**src/ppcs_pkg.sv**
```systemverilog
// package: offsets, fields and reset values of the power-management registers
package ppcs_pkg;
    // printed offsets are not all multiples of four: they are word indices
    localparam logic [7:0] PPCS_IDX_CTRL_STATUS = 8'hA4;
    localparam logic [7:0] PPCS_IDX_BRIDGE_EXT = 8'hA6;
    localparam logic [9:0] PPCS_ADDR_CTRL_STATUS = {PPCS_IDX_CTRL_STATUS, 2'b00};
    localparam logic [9:0] PPCS_ADDR_BRIDGE_EXT = {PPCS_IDX_BRIDGE_EXT, 2'b00};
    // own registers
    localparam logic [9:0] PPCS_ADDR_EVENT_STATUS = 10'h2C0;
    localparam logic [9:0] PPCS_ADDR_RESET_COUNT = 10'h2C4;
    // field positions in the control/status word
    localparam int PPCS_BIT_WAKE_STATUS = 15;
    localparam int PPCS_BIT_WAKE_ENABLE = 8;
    localparam int PPCS_POS_POWER_STATE = 0;
    // field positions in the bridge extension byte
    localparam int PPCS_BIT_BUS_POWER_CLOCK_CTRL_ENABLE = 7;
    localparam int PPCS_BIT_D3_ACTION = 6;
    // reset values
    localparam logic [15:0] PPCS_CTRL_STATUS_RST = 16'h0000;
    localparam logic [7:0] PPCS_BRIDGE_EXT_RST = 8'hC0;
    // reset pulse length to the non-exempt register groups
    localparam logic [3:0] PPCS_GROUP_RESET_CYCLES = 4'h4;
    // axi responses
    localparam logic [1:0] PPCS_RESP_OKAY = 2'b00;
    localparam logic [1:0] PPCS_RESP_SLVERR = 2'b10;

    typedef enum logic [1:0]
    {
        PPCS_D0 = 2'b00,
        PPCS_D1 = 2'b01,
        PPCS_D2 = 2'b10,
        PPCS_D3HOT = 2'b11
    } ppcs_power_t;
endpackage : ppcs_pkg

```
**src/ppcs_reset_pulse.sv**
```systemverilog
// module: one-shot reset pulse generator for the non-exempt register groups
`timescale 1ns/1ns
module ppcs_reset_pulse
(
    // clock and reset
    input wire logic aclk,
    input wire logic aresetn,
    // trigger and pulse
    input wire logic trigger,
    output logic pulse,
    output logic [7:0] pulse_count
);
    logic [3:0] cnt_q;
    logic [7:0] count_q;

    always_ff @(posedge aclk)
    begin
        if (!aresetn)
            cnt_q <= 4'h0;
        else if (trigger)
            cnt_q <= ppcs_pkg::PPCS_GROUP_RESET_CYCLES;
        else if (cnt_q != 4'h0)
            cnt_q <= cnt_q - 4'h1;
    end

    // count of pulses, wraps; lets software see a wake reset happened
    always_ff @(posedge aclk)
    begin
        if (!aresetn)
            count_q <= 8'h00;
        else if (trigger)
            count_q <= count_q + 8'h01;
    end

    assign pulse = (cnt_q != 4'h0);
    assign pulse_count = count_q;
endmodule : ppcs_reset_pulse

```
**src/ppcs_top.sv**
```systemverilog
// module: power-management control/status register bank behind AXI4-Lite
`timescale 1ns/1ns
// Operation
// the wake status flag sets on every wake event whatever the enable.
// writing 1 to the wake status flag clears it and drops the wake request.
// the wake request is driven only while the wake signal enable is set.
// the power state field reads back the state and a write moves to it.
// the D3hot-to-D0 internal reset leaves the control/status word alone.
// leaving D3hot for D0 resets the config, legacy and CardBus groups.
// vendor, power-management and legacy base registers are not reset.
// the data scale field always reads zero.
// the data select field always reads zero.
// the dynamic data report enable bit always reads zero.
// reserved bits 7-5 and 3-2 of the control/status word read zero.
// the bus power/clock control enable bit reads one.
// with bus power/clock control off, power state writes touch no bus.
// the D3hot action bit picks power removal (0) or clock stop (1).
// the D3hot action is honoured only while bus power/clock control is on.
// bits 5-0 of the bridge extension byte read zero.
// a write from D3hot to D0 issues one internal reset pulse.
module ppcs_top
(
    // clock and reset
    input wire logic aclk,
    input wire logic aresetn,
    // axi4-lite write address
    input wire logic [9:0] s_axi_awaddr,
    input wire logic s_axi_awvalid,
    output logic s_axi_awready,
    // axi4-lite write data
    input wire logic [31:0] s_axi_wdata,
    input wire logic [3:0] s_axi_wstrb,
    input wire logic s_axi_wvalid,
    output logic s_axi_wready,
    // axi4-lite write response
    output logic [1:0] s_axi_bresp,
    output logic s_axi_bvalid,
    input wire logic s_axi_bready,
    // axi4-lite read address
    input wire logic [9:0] s_axi_araddr,
    input wire logic s_axi_arvalid,
    output logic s_axi_arready,
    // axi4-lite read data
    output logic [31:0] s_axi_rdata,
    output logic [1:0] s_axi_rresp,
    output logic s_axi_rvalid,
    input wire logic s_axi_rready,
    // function events
    input wire logic wake_event,
    // power-management outputs
    output logic wake_request,
    output logic [1:0] power_state,
    output logic group_reset,
    output logic secondary_clock_stop,
    output logic secondary_power_off
);
    logic [9:0] awaddr_q;
    logic aw_full_q;
    logic [31:0] wdata_q;
    logic [3:0] wstrb_q;
    logic w_full_q;
    logic bvalid_q;
    logic [1:0] bresp_q;
    logic rvalid_q;
    logic [31:0] rdata_q;
    logic [1:0] rresp_q;
    logic wake_status_q;
    logic wake_enable_q;
    logic wake_req_q;
    ppcs_pkg::ppcs_power_t state_q;
    logic [7:0] reset_count;
    logic event_seen_q;
    logic do_write;
    logic wr_ctrl;
    logic wake_clear;
    logic state_write;
    logic leave_d3;
    logic bus_power_clock_ctrl_enable;
    logic d3_action;
    logic [15:0] ctrl_word;
    logic [7:0] bridge_byte;

    // byte lane test, used for the control/status word only
    function automatic logic lane(input logic [3:0] strb, input int idx);
        lane = strb[idx];
    endfunction : lane

    // decode of the four mapped words, shared by write and read paths
    function automatic logic mapped(input logic [9:0] addr);
        if (addr[9:2] == ppcs_pkg::PPCS_ADDR_CTRL_STATUS[9:2])
            mapped = 1'b1;
        else if (addr[9:2] == ppcs_pkg::PPCS_ADDR_BRIDGE_EXT[9:2])
            mapped = 1'b1;
        else if (addr[9:2] == ppcs_pkg::PPCS_ADDR_EVENT_STATUS[9:2])
            mapped = 1'b1;
        else if (addr[9:2] == ppcs_pkg::PPCS_ADDR_RESET_COUNT[9:2])
            mapped = 1'b1;
        else
            mapped = 1'b0;
    endfunction : mapped

    // write channels taken independently, then joined
    assign s_axi_awready = !aw_full_q;
    assign s_axi_wready = !w_full_q;
    assign do_write = aw_full_q && w_full_q && !bvalid_q;

    always_ff @(posedge aclk)
    begin
        if (!aresetn)
        begin
            aw_full_q <= 1'b0;
            awaddr_q <= 10'h000;
        end
        else if (s_axi_awvalid && !aw_full_q)
        begin
            aw_full_q <= 1'b1;
            awaddr_q <= s_axi_awaddr;
        end
        else if (do_write)
            aw_full_q <= 1'b0;
    end

    always_ff @(posedge aclk)
    begin
        if (!aresetn)
        begin
            w_full_q <= 1'b0;
            wdata_q <= 32'h0000_0000;
            wstrb_q <= 4'h0;
        end
        else if (s_axi_wvalid && !w_full_q)
        begin
            w_full_q <= 1'b1;
            wdata_q <= s_axi_wdata;
            wstrb_q <= s_axi_wstrb;
        end
        else if (do_write)
            w_full_q <= 1'b0;
    end

    assign wr_ctrl = do_write
        && (awaddr_q[9:2] == ppcs_pkg::PPCS_ADDR_CTRL_STATUS[9:2]);

    always_ff @(posedge aclk)
    begin
        if (!aresetn)
        begin
            bvalid_q <= 1'b0;
            bresp_q <= ppcs_pkg::PPCS_RESP_OKAY;
        end
        else if (do_write)
        begin
            bvalid_q <= 1'b1;
            if (mapped(awaddr_q))
                bresp_q <= ppcs_pkg::PPCS_RESP_OKAY;
            else
                bresp_q <= ppcs_pkg::PPCS_RESP_SLVERR;
        end
        else if (s_axi_bready)
            bvalid_q <= 1'b0;
    end

    assign s_axi_bvalid = bvalid_q;
    assign s_axi_bresp = bresp_q;

    // control/status field updates
    assign wake_clear = wr_ctrl && lane(wstrb_q, 1)
        && wdata_q[ppcs_pkg::PPCS_BIT_WAKE_STATUS];
    assign state_write = wr_ctrl && lane(wstrb_q, 0);
    assign leave_d3 = state_write && (state_q == ppcs_pkg::PPCS_D3HOT)
        && (wdata_q[1:0] == ppcs_pkg::PPCS_D0);

    // set wins over a clear in the same cycle
    always_ff @(posedge aclk)
    begin
        if (!aresetn)
            wake_status_q <= ppcs_pkg::PPCS_CTRL_STATUS_RST[15];
        else if (wake_event)
            wake_status_q <= 1'b1;
        else if (wake_clear)
            wake_status_q <= 1'b0;
    end

    // the group reset never feeds these flops
    always_ff @(posedge aclk)
    begin
        if (!aresetn)
            wake_enable_q <= ppcs_pkg::PPCS_CTRL_STATUS_RST[8];
        else if (wr_ctrl && lane(wstrb_q, 1))
            wake_enable_q <= wdata_q[ppcs_pkg::PPCS_BIT_WAKE_ENABLE];
    end

    always_ff @(posedge aclk)
    begin
        if (!aresetn)
            state_q <= ppcs_pkg::PPCS_D0;
        else if (state_write)
            state_q <= ppcs_pkg::ppcs_power_t'(wdata_q[1:0]);
    end

    // wake request held until cleared or disabled
    always_ff @(posedge aclk)
    begin
        if (!aresetn)
            wake_req_q <= 1'b0;
        else if (!wake_enable_q)
            wake_req_q <= 1'b0;
        else if (wake_event)
            wake_req_q <= 1'b1;
        else if (wake_clear)
            wake_req_q <= 1'b0;
    end

    always_ff @(posedge aclk)
    begin
        if (!aresetn)
            event_seen_q <= 1'b0;
        else if (wake_event)
            event_seen_q <= 1'b1;
    end

    assign wake_request = wake_req_q && wake_enable_q;
    assign power_state = state_q;

    // only config, legacy socket and cardbus groups listen to this pulse
    ppcs_reset_pulse u_reset_pulse
    (
        .aclk(aclk),
        .aresetn(aresetn),
        .trigger(leave_d3),
        .pulse(group_reset),
        .pulse_count(reset_count)
    );

    // bridge extension byte is constant
    assign bus_power_clock_ctrl_enable = ppcs_pkg::PPCS_BRIDGE_EXT_RST[ppcs_pkg::PPCS_BIT_BUS_POWER_CLOCK_CTRL_ENABLE];
    assign d3_action =
        ppcs_pkg::PPCS_BRIDGE_EXT_RST[ppcs_pkg::PPCS_BIT_D3_ACTION];
    assign bridge_byte = {bus_power_clock_ctrl_enable, d3_action, 6'b00_0000};

    // secondary bus action only when bus control is on
    assign secondary_clock_stop = bus_power_clock_ctrl_enable && d3_action
        && (state_q == ppcs_pkg::PPCS_D3HOT);
    assign secondary_power_off = bus_power_clock_ctrl_enable && !d3_action
        && (state_q == ppcs_pkg::PPCS_D3HOT);

    assign ctrl_word = {wake_status_q, 2'b00, 4'h0, wake_enable_q,
        3'b000, 1'b0, 2'b00, state_q};

    // read channel, one outstanding
    assign s_axi_arready = !rvalid_q;

    always_ff @(posedge aclk)
    begin
        if (!aresetn)
        begin
            rvalid_q <= 1'b0;
            rdata_q <= 32'h0000_0000;
            rresp_q <= ppcs_pkg::PPCS_RESP_OKAY;
        end
        else if (s_axi_arvalid && !rvalid_q)
        begin
            rvalid_q <= 1'b1;
            if (mapped(s_axi_araddr))
                rresp_q <= ppcs_pkg::PPCS_RESP_OKAY;
            else
                rresp_q <= ppcs_pkg::PPCS_RESP_SLVERR;
            if (s_axi_araddr[9:2] == ppcs_pkg::PPCS_ADDR_CTRL_STATUS[9:2])
                rdata_q <= {16'h0000, ctrl_word};
            else if (s_axi_araddr[9:2] == ppcs_pkg::PPCS_ADDR_BRIDGE_EXT[9:2])
                rdata_q <= {24'h00_0000, bridge_byte};
            else if (s_axi_araddr[9:2]
                == ppcs_pkg::PPCS_ADDR_EVENT_STATUS[9:2])
                rdata_q <= {30'h0000_0000, group_reset, event_seen_q};
            else if (s_axi_araddr[9:2]
                == ppcs_pkg::PPCS_ADDR_RESET_COUNT[9:2])
                rdata_q <= {24'h00_0000, reset_count};
            else
                rdata_q <= 32'h0000_0000;
        end
        else if (s_axi_rready)
            rvalid_q <= 1'b0;
    end

    assign s_axi_rvalid = rvalid_q;
    assign s_axi_rdata = rdata_q;
    assign s_axi_rresp = rresp_q;
endmodule : ppcs_top

```
**config.mk**
```make
export PLATFORM = sky130hd
export DESIGN_NAME = ppcs_top
export DESIGN_NICKNAME = d
export VERILOG_FILES = /design/src/ppcs_pkg.sv /design/src/ppcs_reset_pulse.sv /design/src/ppcs_top.sv
export SDC_FILE = /design/constraint.sdc
export NUM_CORES = 1
export LEC_CHECK = 0
export ABC_AREA = 1
export ABC_CLOCK_PERIOD_IN_PS = 1400
export BUFFER_PORTS_ARGS = -buffer_cell sky130_fd_sc_hd__buf_2
export CAP_MARGIN = 20
export CORE_MARGIN = 2
export CORE_UTILIZATION = 42
export DETAILED_ROUTE_END_ITERATION = 10
export HOLD_SLACK_MARGIN = 0.02
export PLACE_DENSITY = 0.79
export SKIP_LAST_GASP = 1
export SLEW_MARGIN = 20
export SYNTH_ARGS = -nofsm -noshare
export SYNTH_HDL_FRONTEND = slang
export SYNTH_SLANG_ARGS = --single-unit
```
**constraint.sdc**
```tcl
create_clock -name aclk -period 1.4 [get_ports aclk]
set_clock_uncertainty 0.15 [all_clocks]
set_input_delay 0.07 -clock aclk [delete_from_list [all_inputs] [get_ports aclk]]
set_output_delay 0.07 -clock aclk [all_outputs]
set_load 0.05 [all_outputs]
```
==> Yosys cells after proc, flatten, opt, wreduce, memory -nomap -nowiden <==
Index checks and enable logic that the tools add are counted.
{ "word_totals": {"reg_bits": 86, "in_bits": 64, "output_inout_bits": 47, "elab_cells": 85} }
{ "op_classes": {"n_addsub": 2, "n_eq_ne": 9, "muxes": 29, "n_bitwise": 1, "reduce_logical": 26} }
{ "ops": {"columns": ["op", "n"], "rows": [
  ["$eq 8x8->1 const B", 8],
  ["$mux 8", 3],
  ["$mux 1", 21],
  ["$mux 16", 1],
  ["$logic_and 1x1->1", 12],
  ["$reduce_bool 2->1", 6],
  ["$add 8x1->8 const B", 1],
  ["$mux 3", 2],
  ["$logic_not 1->1", 4],
  ["$mux 2", 2],
  ["$reduce_bool 4->1", 1],
  ["$sub 4x1->4 const B", 1],
  ["$eq 2x2->1 const B", 1],
  ["$logic_not 2->1", 1],
  ["$reduce_and 2->1", 1],
  ["$reduce_or 2->1", 1],
  ["$not 1->1", 1]
]} }

==> Depth between registers and ports, before layout <==
{ "logic_depth": {"depth_word": 8, "mapped_depth": 9, "depth_no_buf": 9} }

==> Modules after synthesis <==
Synthesis repeated with hierarchy kept, for this count alone.
{ "hier_totals": {"cells_unflattened": 329, "hier_area_um2": 2397.3} }
{ "by_module_without_submodules": {"columns": ["module", "instances", "cells_per_inst", "area_each_um2", "seq_area_each_um2"], "rows": [
  ["ppcs_top", 1, 249, 1845.5, 720.7],
  ["ppcs_reset_pulse", 1, 80, 551.8, 240.2]
]} }

==> Least setup slack after synthesis <==
No wires, ideal clock.
{ "synth_timing": {"path_kind": "register to register", "start": "register rvalid_q, in the netlist s_axi_rvalid", "end": "register rdata_q[0], in the netlist s_axi_rdata[0]", "setup_time_ns": 0.118, "arrival_time_ns": 1.621, "required_time_ns": 1.132, "setup_slack_ns": -0.488, "stages_incl_launch_ff": 7, "path_buffers": 1, "period_less_slack_ns": 1.888, "cell_sequence": "dfxtp_1 -> inv_1 -> nand2_1 -> inv_1 -> clkbuf_1 -> o21ai_0 -> nor2_1"} }
{ "synth_between": {"elab_chain_len": 2} }
{ "synth_lines": {"columns": ["item", "line", "source"], "rows": [
  ["start, declared", "ppcs_top.sv:64", "logic rvalid_q;"],
  ["start signal, assigned", "ppcs_top.sv:257", "rvalid_q <= 1'b0;"],
  ["start signal, assigned", "ppcs_top.sv:263", "rvalid_q <= 1'b1;"],
  ["start signal, assigned", "ppcs_top.sv:282", "rvalid_q <= 1'b0;"],
  ["$logic_not 1->1", null, null],
  ["net s_axi_arready", "ppcs_top.sv:42", "output logic s_axi_arready,"],
  ["$logic_and 1x1->1", "ppcs_top.sv:261", "else if (s_axi_arvalid && !rvalid_q)"],
  ["end signal, assigned", "ppcs_top.sv:269", "rdata_q <= {16'h0000, ctrl_word};"],
  ["end signal, assigned", "ppcs_top.sv:271", "rdata_q <= {24'h00_0000, bridge_byte};"],
  ["end signal, assigned", "ppcs_top.sv:274", "rdata_q <= {30'h0000_0000, group_reset, event_seen_q};"],
  ["end, declared", "ppcs_top.sv:65", "logic [31:0] rdata_q;"]
]} }
The timed path passes the listed nets, and every way through them passes these cells.
A chain may end at the register's enable or synchronous reset.

==> Worst setup path in the final report <==
{ "layout_timing": {"start": "register awaddr_q[6]", "end": "register u_reset_pulse.count_q[0], in the netlist u_reset_pulse.pulse_count[0]"} }
{ "layout_between": {"elab_chain_len": 5} }
{ "layout_lines": {"columns": ["item", "line", "source"], "rows": [
  ["start, declared", "ppcs_top.sv:57", "logic [9:0] awaddr_q;"],
  ["start signal, assigned", "ppcs_top.sv:117", "awaddr_q <= s_axi_awaddr;"],
  ["$eq 8x8->1", "ppcs_top.sv:142", "&& (awaddr_q[9:2] == ppcs_pkg::PPCS_ADDR_CTRL_STATUS[9:2]);"],
  ["$logic_and 1x1->1", "ppcs_top.sv:142", null],
  ["$logic_and 1x1->1", "ppcs_top.sv:169", "assign state_write = wr_ctrl && lane(wstrb_q, 0);"],
  ["$logic_and 1x1->1", "ppcs_top.sv:170", "assign leave_d3 = state_write && (state_q == ppcs_pkg::PPCS_D3HOT)"],
  ["$logic_and 1x1->1", "ppcs_top.sv:171", "&& (wdata_q[1:0] == ppcs_pkg::PPCS_D0);"],
  ["end signal, assigned", "ppcs_reset_pulse.sv:32", "count_q <= count_q + 8'h01;"],
  ["end, declared", "ppcs_reset_pulse.sv:14", "logic [7:0] count_q;"]
]} }
Every way passes these cells.

==> results.cfg <==
[critical_path]
slowest_stage = dfxtp_2
critPathKind = flip-flop to flip-flop
r2r-start = awaddr_q[6]
r2r_cells = 9
required_ns = 1.42
crit_start = awaddr_q[6]
worst_ep_arrival_time_ns = 1.57
max_stage_delay_ns = 0.33
cp.depth = 9
path_cells = inv_2 > nand2_2 > nor2_4 > nand3_4 > nor2_4 > buf_6 > nand3_4 > nand2_2 > a21oi_1
cp-start-kind = flip-flop
cp_num_buf_inv = 2
cp_top_family = simple AND/OR/NAND/NOR gates
endpoint_kind = flip-flop
worst-path-max-fanout = 6

[layout]
utilization_pct = 59.2
nets = 486
area_growth_pct = 38.6
drive_above_1_share_pct = 32.9
fillers = 482
n_antenna_cell = 0

[floorplan]
dieArea_um2 = 6140
fp.coreArea_um2 = 5440
die_h_um = 78.4
die_w_um = 78.4
start_util_pct = 42.7
std_cell_rows = 27
ios = 111

[route]
dr_wl_met2_um = 2900
via_count = 2291
dr.pass1.iters = 4
drt-wirelength-per-cell_um = 11.5
drtIter0Drc = 198
ant_nets = 0
dr_wl_met3_um = 295
top_layer = met4
viasPerCell = 4.66
drt_wl_total_um = 5670
drc = 0
wl_met1_um = 2390

[place]
io_buffers = 51
hpwl_um = 3660
place_congestion = 0.846

[cts]
cts.root.buffer_cell = clkbuf_8
cts_tree = built
htreeDepth = 2
cts_buffer_depth = 2
worstSkewPairLatency_ns = 0.30
clk_pin_slew_ns = 0.09
cts_sinks = 48
numCtsBuffers = 5

[sta]
setup_ws_ns = -0.149
slew_viol_final = 0
setup_tns_ns = -0.937
hold_viol = 0
grt_setup_unrepaired = yes
period_needed_ns = 1.55
timing.fmax_mhz = 645
finalSetupViolCount = 15
holdWs_ns = 0.0336
fin_crit_sh_pct = 111

[grt]
gr-usage-all-layers_pct = 18.4
grt_pass1_wl_um = 9260
grt_pass1_vias = 2220
antenna_found_initial = 0
grt_max_degree = 18
overflow = 0

[logic_synthesis]
async_flop_share_pct = 0
synth_top_area_share_pct = 41.4
synth_warnings = 0
synth_common_cells = nand2_1 (50), dfxtp_1 (48), nor2_1 (44)
synth_cells = 321
synth-seq-cells = 48
synth_most_common_cell = nand2_1
yosysSeqAreaShare_pct = 41.4
synthDistinctLibCells = 31
synth_top_area_cell = dfxtp_1
synth_edf_count = 0
syn_avg_cell_area_um2 = 7.23
synthTopCellsByArea = dfxtp_1 (41%), buf_4 (8.1%), nand2_1 (8.1%)
ys.flop_type = dfxtp_1
synth_area_um2 = 2320

[run]
max_cap_viol_count = 0

[pwr]
p_per_area_nw_per_um2 = 1140
ir_drop_uv = 602
power_mw = 3.67
p_leak_nw = 1.46

[status]
violations = negative setup slack
status = finished with violations

[worst_hold_path]
hold_start = s_axi_araddr[3]
hold_path_depth = 5
hold_class = input port to flip-flop
[logic make-up (layout without fill, tap and decap cells)]
family / Yosys count / in the layout / synth area share [%]
buf+inv: 71 / 146 / 15.9
simple gates: 136 / 136 / 26.5
mux: 1 / 1 / 0.431
xor+xnor: 2 / 2 / 0.754
fa+ha+maj: 3 / 3 / 1.62
flops: 48 / 48 / 41.4
compound gates: 59 / 59 / 13.3
other cells: 1 / 25 / 0.161
[where the power goes]
part           switching (mW)  internal [mW]  total [mW]
sequential             0.0822           1.48        1.56
combinational           0.762          0.523        1.28
clock                   0.472          0.350       0.822
total                    1.32           2.35        3.67
[worst min-delay path, delay by kind of cell]
kind / cells / cell delay [ns]
AND/OR/NAND/NOR: 3 / 0.21
AO/OA/AOI/OAI: 1 / 0.05
buffers and inverters: 1 / 0.12
[placed cells by master, fill, tap and decap left out, types with 2 or more instances in the layout]
master	n
a21oi_1	24
a21oi_2	2
a31oi_1	4
buf_2	47
buf_4	24
buf_6	4
clkbuf_8	5
clkinvlp_4	3
conb_1	25
dfxtp_1	38
dfxtp_2	7
dfxtp_4	3
dlygate4sd3_1	22
ha_1	2
inv_1	25
inv_2	11
nand2_1	37
nand2_2	14
nand3_1	12
nand3_4	3
nand4_1	9
nor2_1	42
nor2_2	2
nor2_4	5
nor3_1	9
o21ai_0	21
o21ai_1	4
[registers in the layout (all words and copies together) (netlist names), 2 cells and up]
name                       flops
s_axi_rdata                   10
awaddr_q                       8
wstrb_q                        2
power_state                    2
u_reset_pulse.cnt_q            4
wdata_q                        4
u_reset_pulse.pulse_count      8
[final cells by class]
cell class | instances | area (um2) | area share, %
clock buffers | 6 | 72.6 | 2.25
clock inverters | 2 | 12.5 | 0.389
multi-input cells | 226 | 1190 | 37.0
well taps | 72 | 90.1 | 2.80
flip-flops and latches | 48 | 981 | 30.5
inverters | 38 | 150 | 4.66
repair buffers | 100 | 723 | 22.5
[per-stage QoR]
stage / area (um2) / instances / worst slack, ns
after global placement: 2730 / 455 / -0.0456
after CTS: 3110 / 487 / -0.0755
final: 3220 / 492 / -0.149
after detailed placement: 2730 / 455 / -0.0824
after floorplan: 2470 / 345 / -0.118
after global routing: 3220 / 492 / -0.231
[repair_timing]
item	in CTS	in global routing
gates resized for setup	25	26
hold buffers	22	0
hold endpoints to repair	31	0
pin swaps	13	12
setup buffers	1	7
cloned	1	0
setup endpoints to repair	15	35
[worst paths after layout]
kind,end,slack [ns]
setup reg to reg,u_reset_pulse.pulse_count[0],-0.15
setup / recovery,u_reset_pulse.pulse_count[0],-0.15
hold reg to reg,s_axi_rdata[4],0.31
hold / removal,s_axi_rdata[6],0.03
[per-layer routing]
| layer | up-vias | track usage, % |
|---|---|---|
| met3 | 11 | 4.02 |
| met1 | 1028 | 21.5 |
| met2 | 69 | 33.7 |
| li1 | 1183 | - |
| met4 | 0 | 5.09 |
| met5 | - | 0 |
Note: power is estimated with default switching activity, not from simulation.
